**config.mk**
```make
export PLATFORM = sky130hd
export DESIGN_NAME = spi_master_clock_and_select
export DESIGN_NICKNAME = d
export VERILOG_FILES = /design/src/logic/spi_port_pkg.sv /design/src/logic/stream_if.sv /design/src/logic/word_queue.sv /design/src/logic/spi_master_clock_and_select.sv
export SDC_FILE = /design/constraint.sdc
export NUM_CORES = 1
export LEC_CHECK = 0
export BUFFER_PORTS_ARGS = -buffer_cell sky130_fd_sc_hd__buf_2
export CORE_ASPECT_RATIO = 0.7
export CORE_MARGIN = 2
export CORE_UTILIZATION = 35
export CTS_BUF_LIST = sky130_fd_sc_hd__clkbuf_4 sky130_fd_sc_hd__clkbuf_8
export CTS_CLUSTER_DIAMETER = 100
export DETAILED_ROUTE_END_ITERATION = 10
export PLACE_DENSITY = 0.47
export SYNTH_ARGS = -nofsm -noshare
export SYNTH_HDL_FRONTEND = slang
export SYNTH_SLANG_ARGS = --single-unit
```
**constraint.sdc**
```tcl
create_clock -name clk -period 7.9 [get_ports clk]
set_input_delay 0 -clock clk [delete_from_list [all_inputs] [get_ports clk]]
set_output_delay 0 -clock clk [all_outputs]
set_load 0.005 [all_outputs]
```
**src/logic/spi_port_pkg.sv**
```systemverilog
// Constants for the serial port: register word addresses, field positions,
// divider limits, state codes.
// Assumes a single 125 MHz peripheral clock that also times the serial clock.
package spi_port_pkg;

    ////////////////////////////////////////////////////////////////////////////
    // Register word addresses
    localparam logic [15:0] ADDR_CONFIG_CONTROL    = 16'h7040;
    localparam logic [15:0] ADDR_OPERATION_CONTROL = 16'h7041;
    localparam logic [15:0] ADDR_PORT_STATUS       = 16'h7042;
    localparam logic [15:0] ADDR_BIT_RATE_DIVIDER  = 16'h7044;
    localparam logic [15:0] ADDR_RECEIVE_DEBUG     = 16'h7046;
    localparam logic [15:0] ADDR_RECEIVE_BUFFER    = 16'h7047;
    localparam logic [15:0] ADDR_TRANSMIT_BUFFER   = 16'h7048;
    localparam logic [15:0] ADDR_SHIFT_DATA        = 16'h7049;
    localparam logic [15:0] ADDR_TX_QUEUE_CONTROL  = 16'h704a;
    localparam logic [15:0] ADDR_RX_QUEUE_CONTROL  = 16'h704b;
    localparam logic [15:0] ADDR_QUEUE_DELAY       = 16'h704c;
    localparam logic [15:0] ADDR_PRIORITY_CONTROL  = 16'h704f;

    ////////////////////////////////////////////////////////////////////////////
    // Field positions
    localparam int CCR_POLARITY_BIT = 6;
    localparam int CCR_LEN_LSB      = 0;
    localparam int CTL_TALK_BIT     = 1;
    localparam int CTL_MASTER_BIT   = 2;
    localparam int CTL_PHASE_BIT    = 3;
    localparam int STS_OVERRUN_BIT  = 7;
    localparam int STS_RX_FULL_BIT  = 6;
    localparam int STS_TX_FULL_BIT  = 5;
    localparam int STS_BUSY_BIT     = 0;
    localparam int RXQ_CLR_OVR_BIT  = 6;

    ////////////////////////////////////////////////////////////////////////////
    // Reset values
    localparam logic [7:0] CONFIG_RESET    = 8'h07;
    localparam logic [7:0] OPERATION_RESET = 8'h00;
    localparam logic [6:0] DIVIDER_RESET   = 7'h00;
    localparam logic [7:0] BYTE_RESET      = 8'h00;

    ////////////////////////////////////////////////////////////////////////////
    // Divider and data path
    localparam logic [7:0] DIV_FIXED_PERIOD = 8'h04;
    localparam logic [6:0] DIV_FIXED_MAX    = 7'h02;
    localparam logic [7:0] DIV_PERIOD_MAX   = 8'h80;
    localparam int         WORD_BITS        = 16;
    localparam int         DATA_BITS        = 8;
    localparam int         FIFO_DEPTH       = 16;

    ////////////////////////////////////////////////////////////////////////////
    // Transfer engine states
    typedef enum logic [2:0] {
        ST_IDLE  = 3'b001,
        ST_LEAD  = 3'b010,
        ST_SHIFT = 3'b100
    } xfer_state_e;

endpackage : spi_port_pkg

```
**src/logic/stream_if.sv**
```systemverilog
// Valid/ready word stream between the register side and the queue.
// Assumes both ends run on the same clock.
`timescale 1ns/1ns
`default_nettype none

interface stream_if #(parameter int W = 8) ();
    logic         valid;
    logic         ready;
    logic [W-1:0] data;

    modport src (output valid, output data, input ready);
    modport snk (input valid, input data, output ready);
endinterface : stream_if

`default_nettype wire

```
**src/logic/word_queue.sv**
```systemverilog
// Transmit word queue with a registered output word.
// Assumes one clock and a synchronous active-high reset.
`timescale 1ns/1ns
`default_nettype none

module word_queue #(
    parameter int W     = 8,
    parameter int DEPTH = 16
) (
    // Clock and reset
    input  wire logic                     clk,
    input  wire logic                     reset,
    // Streams
    stream_if.snk                         in_s,
    stream_if.src                         out_s,
    // Fill level
    output logic [$clog2(DEPTH+1)-1:0]    level
);
    localparam int AW = $clog2(DEPTH);
    localparam int CW = $clog2(DEPTH+1);

    logic [W-1:0]  mem [DEPTH];
    logic [AW-1:0] wr_ptr_q;
    logic [AW-1:0] rd_ptr_q;
    logic [CW-1:0] cnt_q;
    logic          out_valid_q;
    logic [W-1:0]  out_data_q;

    wire push = in_s.valid && in_s.ready;
    wire pop  = out_valid_q && out_s.ready;
    wire load = (cnt_q != '0) && (!out_valid_q || pop);

    assign in_s.ready  = cnt_q != CW'(DEPTH);
    assign out_s.valid = out_valid_q;
    assign out_s.data  = out_data_q;
    assign level       = CW'(cnt_q + CW'(out_valid_q));

    ////////////////////////////////////////////////////////////////////////////
    // Storage
    always_ff @(posedge clk)
    begin
        if (push)
            mem[wr_ptr_q] <= in_s.data;
    end

    always_ff @(posedge clk)
    begin
        if (reset)
        begin
            wr_ptr_q    <= '0;
            rd_ptr_q    <= '0;
            cnt_q       <= '0;
            out_valid_q <= 1'b0;
            out_data_q  <= '0;
        end
        else
        begin
            if (push)
                wr_ptr_q <= AW'(wr_ptr_q + 1'b1);
            if (load)
            begin
                rd_ptr_q   <= AW'(rd_ptr_q + 1'b1);
                out_data_q <= mem[rd_ptr_q];
            end
            cnt_q       <= CW'(cnt_q + CW'(push) - CW'(load));
            out_valid_q <= load || (out_valid_q && !pop);
        end
    end

endmodule : word_queue

`default_nettype wire

```
**src/logic/spi_master_clock_and_select.sv**
```systemverilog
// Serial port: register frame, master serial clock, select and shifting.
// Assumes clk is the peripheral clock and the register port is word wide.
//
// Operation
// Twelve port registers decode at word addresses from 0x7040 per the table.
// Software uses only 16-bit accesses; 32-bit accesses are undefined.
// Clock period is four cycles for divider 0..2, else divider plus one.
// Even periods span 4 to 128 cycles, odd periods 5 to 127.
// Odd periods: first half is half a cycle short, second half long.
// Operation control bit 2 selects master, bit 3 delays data half a cycle; here bit 3 delays the serial clock half a cycle, data timing is unchanged.
// Configuration bit 6 sets clock polarity and so the active edge.
// Select goes low at least half a period before the first clock edge.
// Select rises half a period after the last bit's receiving edge.
// Back-to-back transmit words keep select low between them.
// Software keeps the clock within 15 MHz transmit, 10 MHz receive.
// As slave, the external master drives select low for a transfer; no slave mode here, transfers run only as master.
// Data sits in bits 7..0; upper byte reads zero, writes ignored.
// Words of one to sixteen bits shift both ways; transmit can be disabled.
// Clock is whole cycles and rests at idle level between words.
`timescale 1ns/1ns
`default_nettype none

module spi_master_clock_and_select (
    // Clock and reset
    input  wire logic        clk,
    input  wire logic        reset,
    // Register port
    input  wire logic [15:0] reg_addr,
    input  wire logic        reg_wr,
    input  wire logic        reg_rd,
    input  wire logic [15:0] reg_wdata,
    output logic      [15:0] reg_rdata,
    // Serial pins
    output logic             serial_clock,
    output logic             serial_clock_oe,
    output logic             master_out_line,
    output logic             master_out_oe,
    input  wire logic        master_in_line,
    output logic             slave_select_n,
    output logic             slave_select_oe
);
    ////////////////////////////////////////////////////////////////////////////
    // Helpers
    function automatic logic [7:0] half_len(input logic [7:0] period, input logic second);
        logic [7:0] first;
        first    = {1'b0, period[7:1]};
        half_len = second ? 8'(period - first) : first;
    endfunction : half_len
    ////////////////////////////////////////////////////////////////////////////
    // Registers
    logic [7:0]  config_q;
    logic [7:0]  operation_q;
    logic [6:0]  divider_q;
    logic [7:0]  queue_delay_q;
    logic [7:0]  priority_q;
    logic [15:0] rx_word_q;
    logic        rx_full_q;
    logic        overrun_q;
    logic [15:0] rdata_q;
    spi_port_pkg::xfer_state_e state_q;
    logic [7:0]  cnt_q;
    logic        half_q;
    logic [4:0]  bit_q;
    logic [15:0] tx_shift_q;
    logic [15:0] rx_shift_q;
    logic        sclk_q;
    logic        mosi_q;
    logic        ss_n_q;
    logic        in_s1_q;
    logic        in_s2_q;
    logic        in_s3_q;
    logic        miso_q;
    stream_if #(.W(spi_port_pkg::DATA_BITS)) fill_s ();
    stream_if #(.W(spi_port_pkg::DATA_BITS)) drain_s ();
    logic [4:0]  tx_level;
    ////////////////////////////////////////////////////////////////////////////
    // Decode
    wire hit_ccr  = reg_addr == spi_port_pkg::ADDR_CONFIG_CONTROL;
    wire hit_ctl  = reg_addr == spi_port_pkg::ADDR_OPERATION_CONTROL;
    wire hit_sts  = reg_addr == spi_port_pkg::ADDR_PORT_STATUS;
    wire hit_brr  = reg_addr == spi_port_pkg::ADDR_BIT_RATE_DIVIDER;
    wire hit_emu  = reg_addr == spi_port_pkg::ADDR_RECEIVE_DEBUG;
    wire hit_rxb  = reg_addr == spi_port_pkg::ADDR_RECEIVE_BUFFER;
    wire hit_txb  = reg_addr == spi_port_pkg::ADDR_TRANSMIT_BUFFER;
    wire hit_dat  = reg_addr == spi_port_pkg::ADDR_SHIFT_DATA;
    wire hit_ftx  = reg_addr == spi_port_pkg::ADDR_TX_QUEUE_CONTROL;
    wire hit_frx  = reg_addr == spi_port_pkg::ADDR_RX_QUEUE_CONTROL;
    wire hit_fct  = reg_addr == spi_port_pkg::ADDR_QUEUE_DELAY;
    wire hit_pri  = reg_addr == spi_port_pkg::ADDR_PRIORITY_CONTROL;

    wire [7:0] wbyte     = reg_wdata[7:0];
    wire       master    = operation_q[spi_port_pkg::CTL_MASTER_BIT];
    wire       phase     = operation_q[spi_port_pkg::CTL_PHASE_BIT];
    wire       talk      = operation_q[spi_port_pkg::CTL_TALK_BIT];
    wire       polarity  = config_q[spi_port_pkg::CCR_POLARITY_BIT];
    wire [4:0] word_bits = 5'(config_q[3:0]) + 5'h01;
    wire       busy      = state_q != spi_port_pkg::ST_IDLE;
    wire [7:0] rd_byte =
        hit_ccr ? config_q :
        hit_ctl ? operation_q :
        hit_sts ? {overrun_q, rx_full_q, !fill_s.ready, 4'h0, busy} :
        hit_brr ? {1'b0, divider_q} :
        (hit_emu || hit_rxb) ? rx_word_q[7:0] :
        hit_dat ? tx_shift_q[15:8] :
        hit_ftx ? {3'h0, tx_level} :
        hit_frx ? {1'b0, overrun_q, 5'h00, rx_full_q} :
        hit_fct ? queue_delay_q :
        hit_pri ? priority_q :
        spi_port_pkg::BYTE_RESET;
    ////////////////////////////////////////////////////////////////////////////
    // Divider
    wire [7:0] period = (divider_q <= spi_port_pkg::DIV_FIXED_MAX) ?
                        spi_port_pkg::DIV_FIXED_PERIOD : 8'(divider_q) + 8'h01;
    wire [7:0] cur_len  = half_len(period, (state_q == spi_port_pkg::ST_LEAD) || half_q);
    wire       half_end = busy && (cnt_q == 8'(cur_len - 8'h01));
    wire       last_bit = bit_q == 5'(word_bits - 5'h01);
    wire       word_end = (state_q == spi_port_pkg::ST_SHIFT) && half_end && half_q && last_bit;
    wire       next_go  = master && drain_s.valid;
    wire       start    = (state_q == spi_port_pkg::ST_IDLE) && next_go;
    assign drain_s.ready = start || (word_end && next_go);
    wire [15:0] load_word = 16'(drain_s.data) << (5'd16 - word_bits);
    ////////////////////////////////////////////////////////////////////////////
    // Queue
    assign fill_s.valid = reg_wr && (hit_txb || hit_dat);
    assign fill_s.data  = wbyte;
    word_queue #(.W(spi_port_pkg::DATA_BITS), .DEPTH(spi_port_pkg::FIFO_DEPTH))
        u_tx_queue (.clk(clk), .reset(reset), .in_s(fill_s), .out_s(drain_s), .level(tx_level));
    ////////////////////////////////////////////////////////////////////////////
    // Register writes and reads
    always_ff @(posedge clk)
    begin
        if (reset)
        begin
            config_q      <= spi_port_pkg::CONFIG_RESET;
            operation_q   <= spi_port_pkg::OPERATION_RESET;
            divider_q     <= spi_port_pkg::DIVIDER_RESET;
            queue_delay_q <= spi_port_pkg::BYTE_RESET;
            priority_q    <= spi_port_pkg::BYTE_RESET;
            rdata_q       <= '0;
        end
        else
        begin
            if (reg_wr && hit_ccr)
                config_q <= wbyte;
            if (reg_wr && hit_ctl)
                operation_q <= wbyte;
            if (reg_wr && hit_brr)
                divider_q <= wbyte[6:0];
            if (reg_wr && hit_fct)
                queue_delay_q <= wbyte;
            if (reg_wr && hit_pri)
                priority_q <= wbyte;
            if (reg_rd)
                rdata_q <= {8'h00, rd_byte};
        end
    end

    assign reg_rdata = rdata_q;
    ////////////////////////////////////////////////////////////////////////////
    // Receive flags, set wins over clear
    wire rx_clear  = reg_rd && hit_rxb;
    wire ovr_clear = reg_wr && ((hit_sts && wbyte[spi_port_pkg::STS_OVERRUN_BIT]) ||
                                (hit_frx && wbyte[spi_port_pkg::RXQ_CLR_OVR_BIT]));

    always_ff @(posedge clk)
    begin
        if (reset)
        begin
            rx_word_q <= '0;
            rx_full_q <= 1'b0;
            overrun_q <= 1'b0;
        end
        else
        begin
            if (word_end)
                rx_word_q <= rx_shift_q;
            rx_full_q <= word_end || (rx_full_q && !rx_clear);
            overrun_q <= (word_end && rx_full_q && !rx_clear) || (overrun_q && !ovr_clear);
        end
    end

    ////////////////////////////////////////////////////////////////////////////
    // Input synchroniser
    always_ff @(posedge clk)
    begin
        if (reset)
        begin
            in_s1_q <= 1'b0;
            in_s2_q <= 1'b0;
            in_s3_q <= 1'b0;
            miso_q  <= 1'b0;
        end
        else
        begin
            in_s1_q <= master_in_line;
            in_s2_q <= in_s1_q;
            in_s3_q <= in_s2_q;
            if (in_s2_q == in_s3_q)
                miso_q <= in_s3_q;
        end
    end

    ////////////////////////////////////////////////////////////////////////////
    // Transfer engine
    always_ff @(posedge clk)
    begin
        if (reset)
        begin
            state_q    <= spi_port_pkg::ST_IDLE;
            cnt_q      <= '0;
            half_q     <= 1'b0;
            bit_q      <= '0;
            tx_shift_q <= '0;
            rx_shift_q <= '0;
        end
        else
        begin
            cnt_q <= (half_end || !busy) ? 8'h00 : 8'(cnt_q + 8'h01);
            unique case (state_q)
                spi_port_pkg::ST_IDLE:
                begin
                    if (start)
                    begin
                        state_q    <= spi_port_pkg::ST_LEAD;
                        tx_shift_q <= load_word;
                        bit_q      <= '0;
                        half_q     <= 1'b0;
                    end
                end
                spi_port_pkg::ST_LEAD:
                begin
                    if (half_end)
                        state_q <= spi_port_pkg::ST_SHIFT;
                end
                spi_port_pkg::ST_SHIFT:
                begin
                    if (half_end && !half_q)
                    begin
                        half_q     <= 1'b1;
                        rx_shift_q <= {rx_shift_q[14:0], miso_q};
                    end
                    else if (half_end)
                    begin
                        half_q <= 1'b0;
                        if (!last_bit)
                        begin
                            bit_q      <= 5'(bit_q + 5'h01);
                            tx_shift_q <= {tx_shift_q[14:0], 1'b0};
                        end
                        else if (next_go)
                        begin
                            bit_q      <= '0;
                            tx_shift_q <= load_word;
                        end
                        else
                            state_q <= spi_port_pkg::ST_IDLE;
                    end
                end
            endcase
        end
    end

    ////////////////////////////////////////////////////////////////////////////
    // Pin registers
    wire active_half = phase ? half_q : !half_q;
    wire sclk_d      = polarity ^ ((state_q == spi_port_pkg::ST_SHIFT) && active_half);

    always_ff @(posedge clk)
    begin
        if (reset)
        begin
            sclk_q <= 1'b0;
            mosi_q <= 1'b0;
            ss_n_q <= 1'b1;
        end
        else
        begin
            sclk_q <= sclk_d;
            mosi_q <= tx_shift_q[15];
            ss_n_q <= !busy;
        end
    end

    assign serial_clock    = sclk_q;
    assign master_out_line = mosi_q;
    assign slave_select_n  = ss_n_q;
    assign serial_clock_oe = master;
    assign slave_select_oe = master;
    assign master_out_oe   = master && talk;

    logic [7:0] lead_cnt_q;
    always_ff @(posedge clk)
    begin
        if (reset || ss_n_q)
            lead_cnt_q <= '0;
        else if (lead_cnt_q != 8'hff)
            lead_cnt_q <= 8'(lead_cnt_q + 8'h01);
    end
endmodule : spi_master_clock_and_select

`default_nettype wire

```
; Word level (Yosys, flattened, before mapping)
; Memories as Yosys holds them, arrays and structs flattened. A register that Yosys moved wholly into a read port is not among the register bits.
; Index checks and enable logic that the tools add are counted.
[word_totals]
ramBits = 128
reg_bits = 119
wordCells = 161
memories = 1
[classes]
mux = 38
reduce_logical = 52
n_eq_ne = 28
bitwise_logic = 1
order_cmp = 1
addsub = 13
shift = 1
[mem_list]
columns = memory, words, width, rd, rd_ports_with_merged_regs, write_ports, line_no
row1 = u_tx_queue.mem, 16, 8, 1, 1, 1, word_queue.sv:22  ; logic [W-1:0] mem [DEPTH];
[ops]
columns = cell, n
row1 = $eq A16 B15 Y1 const B, 12
row2 = $mux W8, 12
row3 = $mux W16, 5
row4 = $pmux W16 S2, 1
row5 = $logic_and A1 B1 Y1, 28
row6 = $mux W5, 5
row7 = $mux W3, 6
row8 = $shl A8 B5 Y16, 1
row9 = $ne A2 B2 Y1 const B, 6
row10 = $add A5 B1 Y5, 2
row11 = $logic_or A1 B1 Y1, 10
row12 = $pmux W5 S2, 1
row13 = $pmux W3 S3, 1
row14 = $add A4 B1 Y4 const B, 2
row15 = $add A7 B1 Y8 const B, 1
row16 = $add A8 B1 Y8 const B, 1
row17 = $eq A8 B8 Y1, 1
row18 = $sub A8 B1 Y8 const B, 1
row19 = $sub A8 B7 Y8, 1
row20 = $le A7 B2 Y1 const B, 1
row21 = $logic_not A1 Y1, 7
row22 = $mux W1, 6
row23 = $ne A3 B3 Y1 const B, 2
row24 = $reduce_and A6 Y1, 1
row25 = other kinds (20), 20

; Longest topological paths before layout
; Gate-level depths: netlist (run 1).
[logic_depth]
ltp_word = 16
depth_mapped = 30
ltp_nobuf = 26

; Cells and area by module
; Synthesis (run 1) repeated with hierarchy kept, for this count alone.
[unflattened]
cells_unflattened = 1160
area_unflattened_um2 = 12708.4
[modules_own_cells]
columns = mod, area_per_inst_um2, cells_per_inst, instances
row1 = spi_master_clock_and_select, 6522.5, 828, 1
row2 = word_queue, 6185.9, 332, 1

; Least setup slack after synthesis (run 1)
; No wires, ideal clock.
[synth_path]
kind = register to register
start = register divider_q[2]
end = register u_tx_queue.cnt_q[4]
path_stages_with_launch = 27
t_arrival_ns = 5.758
setup_time_ns = 0.070
path_slack_ns = 2.072
required_time_ns = 7.830
path_cell_list = dfxtp_1 > or4_4 > or3_1 > nand2_1 > ha_1 > inv_1 > ha_1 > o21bai_1 > a211o_2 > or4b_1 > and3_1 > a211o_1 > a32oi_1 > a2111oi_4 > and2_1 > buf_4 > a21oi_4 > inv_2 > buf_2 > ha_1 > inv_1 > ha_1 > fa_1 > a21oi_1 > nor2_1 > or3_1 > a21oi_1
[synth_via]
elab_chain_len = 16
[synth_rtl]
columns = item, line_no
row1 = start: declaration, spi_master_clock_and_select.sv:53  ; logic [6:0] divider_q;
row2 = start signal: assignment, spi_master_clock_and_select.sv:136  ; divider_q <= spi_port_pkg::DIVIDER_RESET;
row3 = start signal: assignment, spi_master_clock_and_select.sv:148  ; divider_q <= wbyte[6:0];
row4 = $add A7 B1 Y8 / $le A7 B2 Y1 (equally long branches), "spi_master_clock_and_select.sv:113, spi_master_clock_and_select.sv:112"
row5 = $mux W8 *, spi_master_clock_and_select.sv:112  ; wire [7:0] period = (divider_q <= spi_port_pkg::DIV_FIXED_MAX) ?
row6 = $sub A8 B7 Y8, spi_master_clock_and_select.sv:47  ; half_len = second ? 8'(period - first) : first;
row7 = $mux W8 *, spi_master_clock_and_select.sv:47
row8 = $sub A8 B1 Y8 *, spi_master_clock_and_select.sv:115  ; wire half_end = busy && (cnt_q == 8'(cur_len - 8'h01));
row9 = $eq A8 B8 Y1 *, spi_master_clock_and_select.sv:115
row10 = $logic_and A1 B1 Y1 *, spi_master_clock_and_select.sv:115
row11 = $logic_and A1 B1 Y1 * (3 in series), spi_master_clock_and_select.sv:117  ; wire word_end = (state_q == spi_port_pkg::ST_SHIFT) && half_end && half_q && last_bit;
row12 = $logic_and A1 B1 Y1 *, spi_master_clock_and_select.sv:120  ; assign drain_s.ready = start || (word_end && next_go);
row13 = $logic_or A1 B1 Y1 *, spi_master_clock_and_select.sv:120
row14 = $logic_and A1 B1 Y1 *, word_queue.sv:30  ; wire pop = out_valid_q && out_s.ready;
row15 = $logic_or A1 B1 Y1 *, word_queue.sv:31  ; wire load = (cnt_q != '0) && (!out_valid_q || pop);
row16 = $logic_and A1 B1 Y1 *, word_queue.sv:31
row17 = net u_tx_queue.load, word_queue.sv:31
row18 = $sub A5 B1 Y5 *, word_queue.sv:65  ; cnt_q <= CW'(cnt_q + CW'(push) - CW'(load));
row19 = end signal: assignment, word_queue.sv:65
row20 = end: declaration, word_queue.sv:25  ; logic [CW-1:0] cnt_q;
; The timed path passes the listed nets; every way through them passes the cells marked *.
; A chain may end at the register's enable or synchronous reset.

; Worst setup path in the final report (run 1)
[layout_path]
start = register divider_q[2]
end = register u_tx_queue.cnt_q[4]
[layout_via]
elab_chain_len = 16
[layout_rtl]
columns = item, line_no
row1 = $add A7 B1 Y8 / $le A7 B2 Y1 (equally long branches), "spi_master_clock_and_select.sv:113, spi_master_clock_and_select.sv:112"
row2 = $mux W8 *, spi_master_clock_and_select.sv:112
row3 = $sub A8 B7 Y8, spi_master_clock_and_select.sv:47
row4 = $mux W8 *, spi_master_clock_and_select.sv:47
row5 = $sub A8 B1 Y8 *, spi_master_clock_and_select.sv:115
row6 = $eq A8 B8 Y1 *, spi_master_clock_and_select.sv:115
row7 = $logic_and A1 B1 Y1 *, spi_master_clock_and_select.sv:115
row8 = $logic_and A1 B1 Y1 * (3 in series), spi_master_clock_and_select.sv:117
row9 = $logic_and A1 B1 Y1 *, spi_master_clock_and_select.sv:120
row10 = $logic_or A1 B1 Y1 *, spi_master_clock_and_select.sv:120
row11 = $logic_and A1 B1 Y1 *, word_queue.sv:30
row12 = $logic_or A1 B1 Y1 *, word_queue.sv:31
row13 = $logic_and A1 B1 Y1 *, word_queue.sv:31
row14 = $sub A5 B1 Y5 *, word_queue.sv:65
; Every way passes the cells marked *; elsewhere a longest branch is shown, timed or not.

==> results of run 1 <==
flip-flops by register name, summed over array words and instances, names as in the netlist, 7 cells and up:
name,flops
u_tx_queue.out_s.data,8
u_tx_queue.mem,128
config_q,8
divider_q,7
rx_shift_q,8
reg_rdata,8
cnt_q,8
queue_delay_q,8
rx_word_q,8
operation_q,8
tx_shift_q,16
priority_q,8
path summary, 6_finish.rpt:
| kind | to |
|---|---|
| min | config_q[6] |
| min reg2reg | priority_q[0] |
| max reg2reg | u_tx_queue.cnt_q[4] |
| max | u_tx_queue.cnt_q[4] |
metal layers:
metal	vias up	track usage, %
met2	207	24.1
met5	-	0
met4	0	4.87
met3	48	3.73
li1	4300	-
met1	4435	27.8
cell usage after synthesis (7+ instances only):
cell type	instances	area, sq um
sky130_fd_sc_hd__nand3_1	58	290
sky130_fd_sc_hd__buf_4	16	120
sky130_fd_sc_hd__a211oi_2	13	163
sky130_fd_sc_hd__o21ai_0	25	125
sky130_fd_sc_hd__mux4_2	45	1010
sky130_fd_sc_hd__nand2_1	120	450
sky130_fd_sc_hd__inv_1	27	101
sky130_fd_sc_hd__mux2i_1	31	310
sky130_fd_sc_hd__a311oi_1	9	78.8
sky130_fd_sc_hd__nor2b_1	13	81.3
sky130_fd_sc_hd__and3_1	12	75.1
sky130_fd_sc_hd__nor3_1	24	120
sky130_fd_sc_hd__xnor2_1	25	219
sky130_fd_sc_hd__xor2_1	17	149
sky130_fd_sc_hd__nor2_1	111	417
sky130_fd_sc_hd__dfxtp_1	127	2540
sky130_fd_sc_hd__clkbuf_1	56	210
sky130_fd_sc_hd__a21oi_1	94	470
sky130_fd_sc_hd__a22oi_1	12	90.1
sky130_fd_sc_hd__edfxtp_1	128	3840
sky130_fd_sc_hd__buf_1	7	26.3
sky130_fd_sc_hd__a31oi_1	7	43.8
sky130_fd_sc_hd__nor3b_1	7	52.6
sky130_fd_sc_hd__ha_1	27	338
sky130_fd_sc_hd__or3_1	10	62.6
sky130_fd_sc_hd__nand2b_1	10	62.6
power by group:
group / switching, uW / internal (uW) / leakage [uW]
logic: 349 / 282 / 0.00211
clock network: 565 / 689 / 0.000476
registers: 67.3 / 1440 / 0.00218
total: 981 / 2410 / 0.00476
kinds of logic (layout without fill, tap and decap cells):
group | Yosys count | after routing | synth area share (%)
other | 1 | 9 | 0.0298
AO/OA/AOI/OAI | 226 | 226 | 12.8
buffers and inverters | 114 | 173 | 3.94
adder cells (fa/ha/maj) | 29 | 29 | 2.92
AND/OR/NAND/NOR | 405 | 405 | 15.5
flip-flops | 255 | 255 | 50.8
XOR/XNOR | 43 | 43 | 3.05
multiplexers | 80 | 80 | 11.0
worst min-delay path, stage by stage:
cell and delay, ns:
sky130_fd_sc_hd__buf_2 0.10, sky130_fd_sc_hd__buf_4 0.27, sky130_fd_sc_hd__nand3_1 0.15, sky130_fd_sc_hd__a21oi_1 0.06
area by class of cell:
class	instances	area [sq um]	area share (%)
Sequential cell	255	6390	45.0
Multi-Input combinational cell	791	5740	40.5
Clock buffer	60	751	5.29
Tap cell	480	601	4.24
Timing Repair Buffer	68	438	3.09
Clock inverter	16	150	1.06
Inverter	29	109	0.768
Antenna cell	1	2.50	0.0176
per-stage QoR:
| step | instance area [sq um] | utilization (%) | hold slack [ns] | total power (uW) |
|---|---|---|---|---|
| floorplan | 12600 | - | 0.0989 | 1990 |
| global placement | 13200 | 36.9 | 0.217 | 2160 |
| detailed placement | 13200 | 36.9 | 0.223 | 2160 |
| CTS | 14200 | 39.8 | 0.00812 | 3440 |
| global route | 14200 | 39.8 | 0.0549 | 3570 |
| finish | 14200 | 39.8 | 0.0531 | 3390 |
==> flow_summary.yaml, run 1 <==
finish:
  n_fill_cell: 3496
  mostFrequentLayoutCells: "128 x sky130_fd_sc_hd__edfxtp_1, 126 x sky130_fd_sc_hd__dfxtp_1, 120 x sky130_fd_sc_hd__nand2_1, 111 x sky130_fd_sc_hd__nor2_1, 94 x sky130_fd_sc_hd__a21oi_1"
  drive_above_1_share_pct: 17.9
  flow.area_growth_from_synthesis_pct: 12.8
  layout_commonest_cell: "sky130_fd_sc_hd__edfxtp_1"
  final_cell_count_no_fill: 1700
  nets: 1254
sta:
  clock-skew-final_ns: 0.0471
  achievable-frequency_ghz: 0.151
  final-hold-violation-count: 0
  final_min_period_over_clock_period_pct: 83.9
  maxSlewViolCount: 0
  final.setup.tns_ns: 0
  timing.slew.headroom_pct: 22.0
  worst_max_slew_pin_slew_ns: 1.16
  period_needed_ns: 6.62
  final.setup.worst_slack_ns: 1.28
  timing.final.setup_violations: 0
  rsz0062_at_grt: "no"
worst_hold_path:
  hold_path.class: "in -> reg"
  timing.hold.worst.start: "reg_wr"
  worst_hold_path.num_cells: 4
setup_path:
  r2r_slack_ns: 1.28
  timing.critical_path.cells: "or4_4 -> or3_1 -> nand2_1 -> ha_1 -> inv_1 -> ha_1 -> o21bai_1 -> a211o_2 -> a22oi_4 -> mux2i_4 -> xor2_1 -> a21oi_1 -> or4_4 -> and2_1 -> a21oi_4 -> inv_2 -> ha_1 -> inv_1 -> ha_1 -> fa_1 -> a21oi_1 -> nor2_1 -> or3_1 -> a21oi_1"
  reg2regPathDepth: 24
  worstSetupStartpointType: "register"
  critical-path-top-delay-family: "simple AND/OR/NAND/NOR gates"
  crit_path_end_kind: "register"
  critPathArrivalTime_ns: 7.14
  crit_path_frequent_cell: "sky130_fd_sc_hd__ha_1"
  cp.buffers_inverters: 3
  worst_setup_path_start: "divider_q[2]"
  critical_path_depth: 24
  r2r_start: "divider_q[2]"
  critical-path-max-stage-delay_ns: 0.63
  worstPathRequired_ns: 8.41
  maximum_net_fanout_on_the_critical_path: 13
  slowest_stage_cell_on_the_critical_path: "sky130_fd_sc_hd__or4_4"
  worstSetupPathType: "reg -> reg"
routing:
  route.vias.total: 8990
  routed-wl-met3_mm: 2.07
  wl_per_cell_microns: 19.4
  drt_iter0_drc: 845
  routed-wl-met2_mm: 13.4
  vias_per_cell: 5.29
  highest_metal_layer_used_by_the_detailed_router: "met4"
  remaining_drc_errors: 0
  drt_pre_antenna_iters: 5
  wl_met1_mm: 16.9
  final_antenna_net_count: 0
  detail_route.wirelength_mm: 33.0
logic_synthesis:
  synth_edf_count: 128
  post_synth.cell_area_avg_sq_um: 10.9
  synthCells: 1153
  synth.lib_cells_used.distinct: 87
  async_reset_ff_share_pct: 0
  synth.ff_latch_count: 255
  synth_top_flop_cell: "sky130_fd_sc_hd__edfxtp_1"
  synth.cell_area_sq_um: 12600
  yosysSeqAreaShare_pct: 50.8
  ys_warn_count: 0
placement:
  placed_cells: 1611
  finalWeightedCongestion: 0.782
  dp_worst_setup_slack_ns: 1.30
  detailedPlacementHpwl_mm: 22.1
  port-buffer-count: 42
clocking:
  clock_latency_on_the_worst_skew_pair_ns: 0.61
  clkSinkCount: 255
  ctsLongestPathBuffers: 3
  htree_levels: 2
  numCtsBuffers: 44
  cts_repair_resize_count: 0
  ctsRootBufferMaster: "sky130_fd_sc_hd__clkbuf_8"
  number_of_hold_buffers_added_after_cts: 12
  clk_pin_slew_worst_paths_ns: 0.06
  clock_tree_from_tritoncts: "built"
  post_cts_setup_driven_buffer_insertion_count: 0
die:
  design.portCount: 59
  row_count: 58
  die_y_microns: 163
  chipWidth_microns: 231
  initial_core_util_pct: 35.3
  die-area_sq_um: 37500
  core_footprint_sq_um: 35600
flow_run:
  maxCapViolations: 0
grt:
  number_of_global_route_vias_before_repair: 8391
  grt_util_all_layers_pct: 17.7
  number_of_antenna_violations_at_the_first_check_in_global_routing: 0
  globalRoute.totalOverflow: 0
  maximum_number_of_pins_on_one_net_before_global_route_repair: 91
  grt_first_pass_wirelength_mm: 51.0
power_and_ir_drop:
  cellPowerDensity_nw_per_um2: 239
  leakagePower_uw: 0.00476
  worst_ir_drop_vdd_mv: 0.127
run_status:
  status: "completed"
No activity file was read; power rests on OpenSTA's default activity.
==> run 2, diff against run 1 <==
Settings changed: ABC_AREA set to 1, PLACE_DENSITY 0.47 to 0.49.
Clock period 7.9 ns to 6.08 ns, I/O delays scaled along.
==> flow_summary.yaml, run 2 <==
grt:
  globalRoute.totalOverflow: 0
  number_of_global_route_vias_before_repair: 9156
  grt_util_all_layers_pct: 18.2
  number_of_antenna_violations_at_the_first_check_in_global_routing: 0
  grt_first_pass_wirelength_mm: 52.8
  maximum_number_of_pins_on_one_net_before_global_route_repair: 53
setup_path:
  worstSetupPathType: "reg -> reg"
  timing.critical_path.to: "u_tx_queue.cnt_q[4]"
  worstPathRequired_ns: 6.57
  worst_setup_path_start: "divider_q[1]"
  critical-path-max-stage-delay_ns: 0.45
  r2r_slack_ns: 1.01
  critical_path_depth: 33
  critical-path-top-delay-family: "simple AND/OR/NAND/NOR gates"
  r2r-end: "u_tx_queue.cnt_q[4]"
  cp.buffers_inverters: 5
  slowest_stage_cell_on_the_critical_path: "sky130_fd_sc_hd__dfxtp_1"
  maximum_net_fanout_on_the_critical_path: 15
  crit_path_end_kind: "register"
  crit_path_frequent_cell: "sky130_fd_sc_hd__nand2_1"
  worstSetupStartpointType: "register"
  reg2regPathDepth: 33
  r2r_start: "divider_q[1]"
  critPathArrivalTime_ns: 5.56
logic_synthesis:
  post-synth-top-area-cell: "sky130_fd_sc_hd__edfxtp_1"
  async_reset_ff_share_pct: 0
  synth_top_flop_cell: "sky130_fd_sc_hd__edfxtp_1"
  synth.cell_area_sq_um: 12600
  post_synth_main_area_contributors: "sky130_fd_sc_hd__edfxtp_1 30%, sky130_fd_sc_hd__dfxtp_1 20%, sky130_fd_sc_hd__nand2_1 6.6%, sky130_fd_sc_hd__o21ai_0 6.4%, sky130_fd_sc_hd__inv_1 5.7%"
  synth.ff_latch_count: 255
  ys_warn_count: 0
  post_synth.cell_area_avg_sq_um: 8.52
  synth_edf_count: 128
  yosysSeqAreaShare_pct: 50.6
  yosysMostFrequentCell: "sky130_fd_sc_hd__nand2_1"
  synth.lib_cells_used.distinct: 56
  yosys.area.top_type_share_pct: 30.4
  synthCells: 1483
  synth_common_cells: "223 x sky130_fd_sc_hd__nand2_1, 192 x sky130_fd_sc_hd__inv_1, 161 x sky130_fd_sc_hd__o21ai_0"
finish:
  layout_commonest_cell: "sky130_fd_sc_hd__nand2_1"
  reg_top3: "u_tx_queue.mem x128, tx_shift_q x16"
  flow.area_growth_from_synthesis_pct: 12.6
  largest_register_ffs: 128
  final_cell_count_no_fill: 2044
  drive_above_1_share_pct: 11.1
  top_register_by_number_of_flip_flops: "u_tx_queue.mem"
  antenna_cells_inserted: 0
  mostFrequentLayoutCells: "223 x sky130_fd_sc_hd__nand2_1, 192 x sky130_fd_sc_hd__inv_1, 161 x sky130_fd_sc_hd__o21ai_0, 157 x sky130_fd_sc_hd__nor2_1, 129 x sky130_fd_sc_hd__a21oi_1"
  nets: 1600
sta:
  period_needed_ns: 5.07
  final.setup.tns_ns: 0
  timing.final.setup_violations: 0
  final_min_period_over_clock_period_pct: 83.4
  achievable-frequency_ghz: 0.197
  rsz0062_at_grt: "no"
  maxSlewViolCount: 0
  timing.slew.headroom_pct: 33.0
  final-hold-violation-count: 0
  worst_max_slew_pin_slew_ns: 0.995
  clock-skew-final_ns: 0.0201
routing:
  route.vias.total: 10100
  remaining_drc_errors: 0
  drt_pre_antenna_iters: 5
  wl_per_cell_microns: 16.5
  final_antenna_net_count: 0
  detail_route.wirelength_mm: 33.7
  vias_per_cell: 4.92
  drt_iter0_drc: 775
clocking:
  clkSinkCount: 255
  ctsRootBufferMaster: "sky130_fd_sc_hd__clkbuf_8"
  clock_tree_from_tritoncts: "built"
  cts_repair_resize_count: 0
  numCtsBuffers: 43
  clock_latency_on_the_worst_skew_pair_ns: 0.56
  htree_levels: 2
  clk_pin_slew_worst_paths_ns: 0.06
  ctsLongestPathBuffers: 3
flow_run:
  maxCapViolations: 0
power_and_ir_drop:
  leakagePower_uw: 0.00556
  worst_ir_drop_vdd_mv: 0.141
  cellPowerDensity_nw_per_um2: 359
die:
  row_count: 58
  initial_core_util_pct: 35.4
  die-area_sq_um: 37600
  chipWidth_microns: 231
  core_footprint_sq_um: 35700
  die_y_microns: 163
  design.portCount: 59
run_status:
  status: "completed"
placement:
  placed_cells: 1956
  detailedPlacementHpwl_mm: 23.1
  port-buffer-count: 42
  finalWeightedCongestion: 0.864
worst_hold_path:
  hold_path.class: "in -> reg"
## run 2: where the power goes
group	switching, uW	internal [uW]	total, uW
clock	684	872	1560
combinational	949	496	1450
sequential	172	1930	2110
## run 2: kinds of logic after synthesis
logic type | after synthesis | synth area share (%)
simple gates | 494 | 17.0
buf+inv | 268 | 8.59
flops | 255 | 50.6
other cells | 1 | 0.0297
fa+ha+maj | 28 | 2.83
compound gates | 383 | 16.9
mux | 34 | 2.69
xor+xnor | 20 | 1.39
## run 2: worst min-delay path by stage
stage / startpoint / to / cells after the start
3_3_place_gp: master_in_line / in_s1_q / 3
5_1_grt: reset / u_tx_queue.cnt_q[1] / 2
4_1_cts: reg_addr[2] / u_tx_queue.wr_ptr_q[1] / 5
3_5_place_dp: master_in_line / in_s1_q / 3
2_1_floorplan: reg_wdata[0] / u_tx_queue.mem[0][0] / 0
6_report: reg_addr[2] / u_tx_queue.wr_ptr_q[1] / 5
## run 2: layer usage
layer	GRT usage, %	wire (microns)	share of wire (%)
met5	0	0	0
met4	4.52	617	1.8
met3	2.94	2270	6.8
met2	24.3	12700	38
met1	29.5	18100	54
## run 2: per-stage QoR
stage / util, % / total power, uW / cell area, sq um / hold WS, ns / worst slack [ns]
floorplan: - / 3160 / 12700 / 0.0989 / 1.79
CTS: 39.8 / 5160 / 14200 / 0.00668 / 0.988
global route: 39.8 / 5450 / 14200 / 0.0896 / 0.497
global placement: 37.0 / 3570 / 13200 / 0.214 / 1.06
finish: 39.8 / 5110 / 14200 / 0.0577 / 1.01
detailed placement: 37.0 / 3570 / 13200 / 0.220 / 1.00
## run 2: cell type report
type	instances	area, sq um
Clock inverter	4	22.5
Tap cell	480	601
Sequential cell	255	6390
Timing Repair Buffer	64	410
Multi-Input combinational cell	967	5180
Fill cell	3673	21500
Inverter	204	767
Clock buffer	70	845
## run 2: repair_timing
action	CTS	global route
setup buffers	0	0
hold endpoints to repair	161	0
hold buffers	14	0
## run 2: worst min-delay path: stages
cell and delay [ns]:
sky130_fd_sc_hd__buf_2 0.13, sky130_fd_sc_hd__nor3_1 0.08, sky130_fd_sc_hd__nand2_1 0.13, sky130_fd_sc_hd__nor2_1 0.05, sky130_fd_sc_hd__a211oi_1 0.15
==> run 3, diff against run 2 <==
Settings changed: ABC_AREA 1 to 0, PLACE_DENSITY 0.49 to 0.47.
Clock period 6.08 ns to 5.2 ns, I/O delays scaled along.
==> flow_summary.yaml, run 3 (synthesized netlist as in run 1, its figures left out) <==
sta:
  clock-skew-final_ns: 0.0222
  worst_max_slew_pin_slew_ns: 1.06
  period_needed_ns: 5.38
  maxSlewViolCount: 0
  hold_ws_ns: 0.0343
  final.setup.worst_slack_ns: -0.176
  final-hold-violation-count: 0
  final_min_period_over_clock_period_pct: 103
  achievable-frequency_ghz: 0.186
  final.setup.tns_ns: -0.176
  timing.slew.headroom_pct: 28.8
  rsz0062_at_grt: "yes"
  timing.final.setup_violations: 1
die:
  initial_core_util_pct: 35.3
  design.portCount: 59
  die_y_microns: 163
  core_footprint_sq_um: 35600
  chipWidth_microns: 231
  die-area_sq_um: 37500
  row_count: 58
worst_hold_path:
  hold_path.class: "in -> reg"
  min_to: "operation_q[4]"
  worst_hold_path.num_cells: 4
  timing.hold.worst.start: "reg_wr"
clocking:
  htree_levels: 2
  ctsLongestPathBuffers: 3
  clk_pin_slew_worst_paths_ns: 0.07
  clock_tree_from_tritoncts: "built"
  ctsRootBufferMaster: "sky130_fd_sc_hd__clkbuf_8"
  numCtsBuffers: 44
  clkSinkCount: 255
  clock_latency_on_the_worst_skew_pair_ns: 0.59
routing:
  route.vias.total: 9233
  final_antenna_net_count: 0
  remaining_drc_errors: 0
  vias_per_cell: 5.22
  detail_route.wirelength_mm: 34.8
  wl_per_cell_microns: 19.6
  drt_pre_antenna_iters: 5
  drt_iter0_drc: 926
power_and_ir_drop:
  worst_ir_drop_vdd_mv: 0.226
  cellPowerDensity_nw_per_um2: 364
  power.net_switching_uw: 1560
  sequentialPowerShare_pct: 43.2
  netSwitchingFraction_pct: 28.6
  share_clk_of_total_power_pct: 38.1
  power.share.combinational_pct: 18.7
  power_report.internal_total_uw: 3880
  leakagePower_uw: 0.00516
finish:
  flow.area_growth_from_synthesis_pct: 18.6
  antenna_cells_inserted: 0
  n_fill_cell: 3395
  nets: 1319
  reg_top3: "u_tx_queue.mem x128, tx_shift_q x16"
  largest_register_ffs: 128
  mostFrequentLayoutCells: "128 x sky130_fd_sc_hd__edfxtp_1, 124 x sky130_fd_sc_hd__dfxtp_1, 119 x sky130_fd_sc_hd__nand2_1, 110 x sky130_fd_sc_hd__nor2_1, 92 x sky130_fd_sc_hd__a21oi_1"
  drive_above_1_share_pct: 24.1
  top_register_by_number_of_flip_flops: "u_tx_queue.mem"
  layout_commonest_cell: "sky130_fd_sc_hd__edfxtp_1"
setup_path:
  worstSetupPathType: "reg -> reg"
  r2r_slack_ns: -0.18
  worstSetupStartpointType: "register"
  maximum_net_fanout_on_the_critical_path: 4
  r2r-end: "u_tx_queue.cnt_q[4]"
  worstPathRequired_ns: 5.72
  critPathArrivalTime_ns: 5.89
  reg2regPathDepth: 24
  crit_path_end_kind: "register"
  r2r_start: "divider_q[3]"
run_status:
  status: "complete, but fails checks"
  failing_checks: "setup timing"
grt:
  maximum_number_of_pins_on_one_net_before_global_route_repair: 88
  number_of_global_route_vias_before_repair: 8741
  grt_util_all_layers_pct: 18.8
  number_of_antenna_violations_at_the_first_check_in_global_routing: 0
  grt_first_pass_wirelength_mm: 53.5
  globalRoute.totalOverflow: 0
placement:
  detailedPlacementHpwl_mm: 23.8
  finalWeightedCongestion: 0.831
  port-buffer-count: 42
flow_run:
  maxCapViolations: 0
run 3: cell types whose count changed in the layout (fill, tap and decap cells not counted), moves of 13 or more:
cell and delta:
sky130_fd_sc_hd__o211ai_1 -22, sky130_fd_sc_hd__nand3_1 +14, sky130_fd_sc_hd__a211oi_2 +13, sky130_fd_sc_hd__mux4_2 +45, sky130_fd_sc_hd__buf_4 +66, sky130_fd_sc_hd__inv_1 -167, sky130_fd_sc_hd__a21oi_1 -37, sky130_fd_sc_hd__nor2_1 -47
sky130_fd_sc_hd__nand2_1 -104, sky130_fd_sc_hd__o21ai_0 -136, sky130_fd_sc_hd__xnor2_1 +17
run 3: routing by layer:
layer	global-route usage (%)	vias up	part of all wire [%]	wire length, microns
met2	24.8	221	39	13600
met4	4.22	0	1.4	493
met1	31.1	4526	54	18900
met3	3.15	39	5.1	1760
met5	0	-	0	0
li1	-	4447	-	-
run 3: through the flow:
| stage | power, uW | area (sq um) | setup slack [ns] | util [%] | std cells |
|---|---|---|---|---|---|
| 3_3_place_gp | 3370 | 13700 | -0.183 | 38.4 | 1671 |
| 2_1_floorplan | 3060 | 12700 | -0.399 | - | 1160 |
| 4_1_cts | 5480 | 14900 | -0.166 | 41.7 | 1768 |
| 3_5_place_dp | 3380 | 13700 | -0.233 | 38.4 | 1671 |
| 5_1_grt | 5710 | 14900 | -0.338 | 41.9 | 1769 |
| 6_report | 5440 | 14900 | -0.176 | 41.9 | 1769 |
run 3: power groups by stage:
stage	Combinational [uW]	Sequential, uW	Clock (uW)
CTS	998	2350	2130
global placement	974	2390	0
detailed placement	980	2400	0
floorplan	773	2290	0
global route	1110	2370	2230
finish	1020	2350	2070
run 3: worst max path at each step:
stage / end / cells past startpoint / slack (ns) / start
floorplan: u_tx_queue.cnt_q[4] / 26 / -0.40 / divider_q[2]
global placement: u_tx_queue.cnt_q[4] / 24 / -0.18 / divider_q[3]
detailed placement: u_tx_queue.cnt_q[4] / 24 / -0.23 / divider_q[3]
CTS: u_tx_queue.cnt_q[4] / 24 / -0.17 / divider_q[3]
global route: u_tx_queue.cnt_q[4] / 24 / -0.34 / divider_q[3]
finish: u_tx_queue.cnt_q[4] / 24 / -0.18 / divider_q[3]
run 3: final cells by class:
class                   count  area (sq um)  share of cell area, %
well taps                 480           601                   4.03
inverters                  29           111                  0.746
clock inverters            16           205                   1.38
repair buffers            133           952                   6.38
clock buffers              65           795                   5.32
flip-flops and latches    255          6390                   42.8
multi-input cells         791          5870                   39.3
run 3: worst max-delay path, stage by stage (launching register included):
cell and delay, ns:
sky130_fd_sc_hd__dfxtp_2 0.32, sky130_fd_sc_hd__or4_4 0.53, sky130_fd_sc_hd__or3_4 0.37, sky130_fd_sc_hd__nand2_4 0.08
sky130_fd_sc_hd__ha_4 0.12, sky130_fd_sc_hd__inv_2 0.04, sky130_fd_sc_hd__ha_4 0.15, sky130_fd_sc_hd__o21bai_4 0.17
sky130_fd_sc_hd__a211o_4 0.35, sky130_fd_sc_hd__a22oi_4 0.16, sky130_fd_sc_hd__mux2i_4 0.31, sky130_fd_sc_hd__mux2i_1 0.10
sky130_fd_sc_hd__and4_1 0.22, sky130_fd_sc_hd__or4_4 0.51, sky130_fd_sc_hd__and2_4 0.17, sky130_fd_sc_hd__a21oi_4 0.16
sky130_fd_sc_hd__inv_4 0.08, sky130_fd_sc_hd__ha_4 0.26, sky130_fd_sc_hd__inv_2 0.03, sky130_fd_sc_hd__ha_4 0.16
sky130_fd_sc_hd__fa_2 0.38, sky130_fd_sc_hd__a21oi_2 0.12, sky130_fd_sc_hd__nor2_1 0.05, sky130_fd_sc_hd__or3_1 0.35
sky130_fd_sc_hd__a21oi_2 0.12
run 3: timing repair:
item                                   CTS  global route
hold buffers                            16             0
pin swaps                                3             3
buffers inserted                         0             1
resized for setup                        4            11
setup endpoints to repair                2             4
endpoints found under the hold margin  200             0
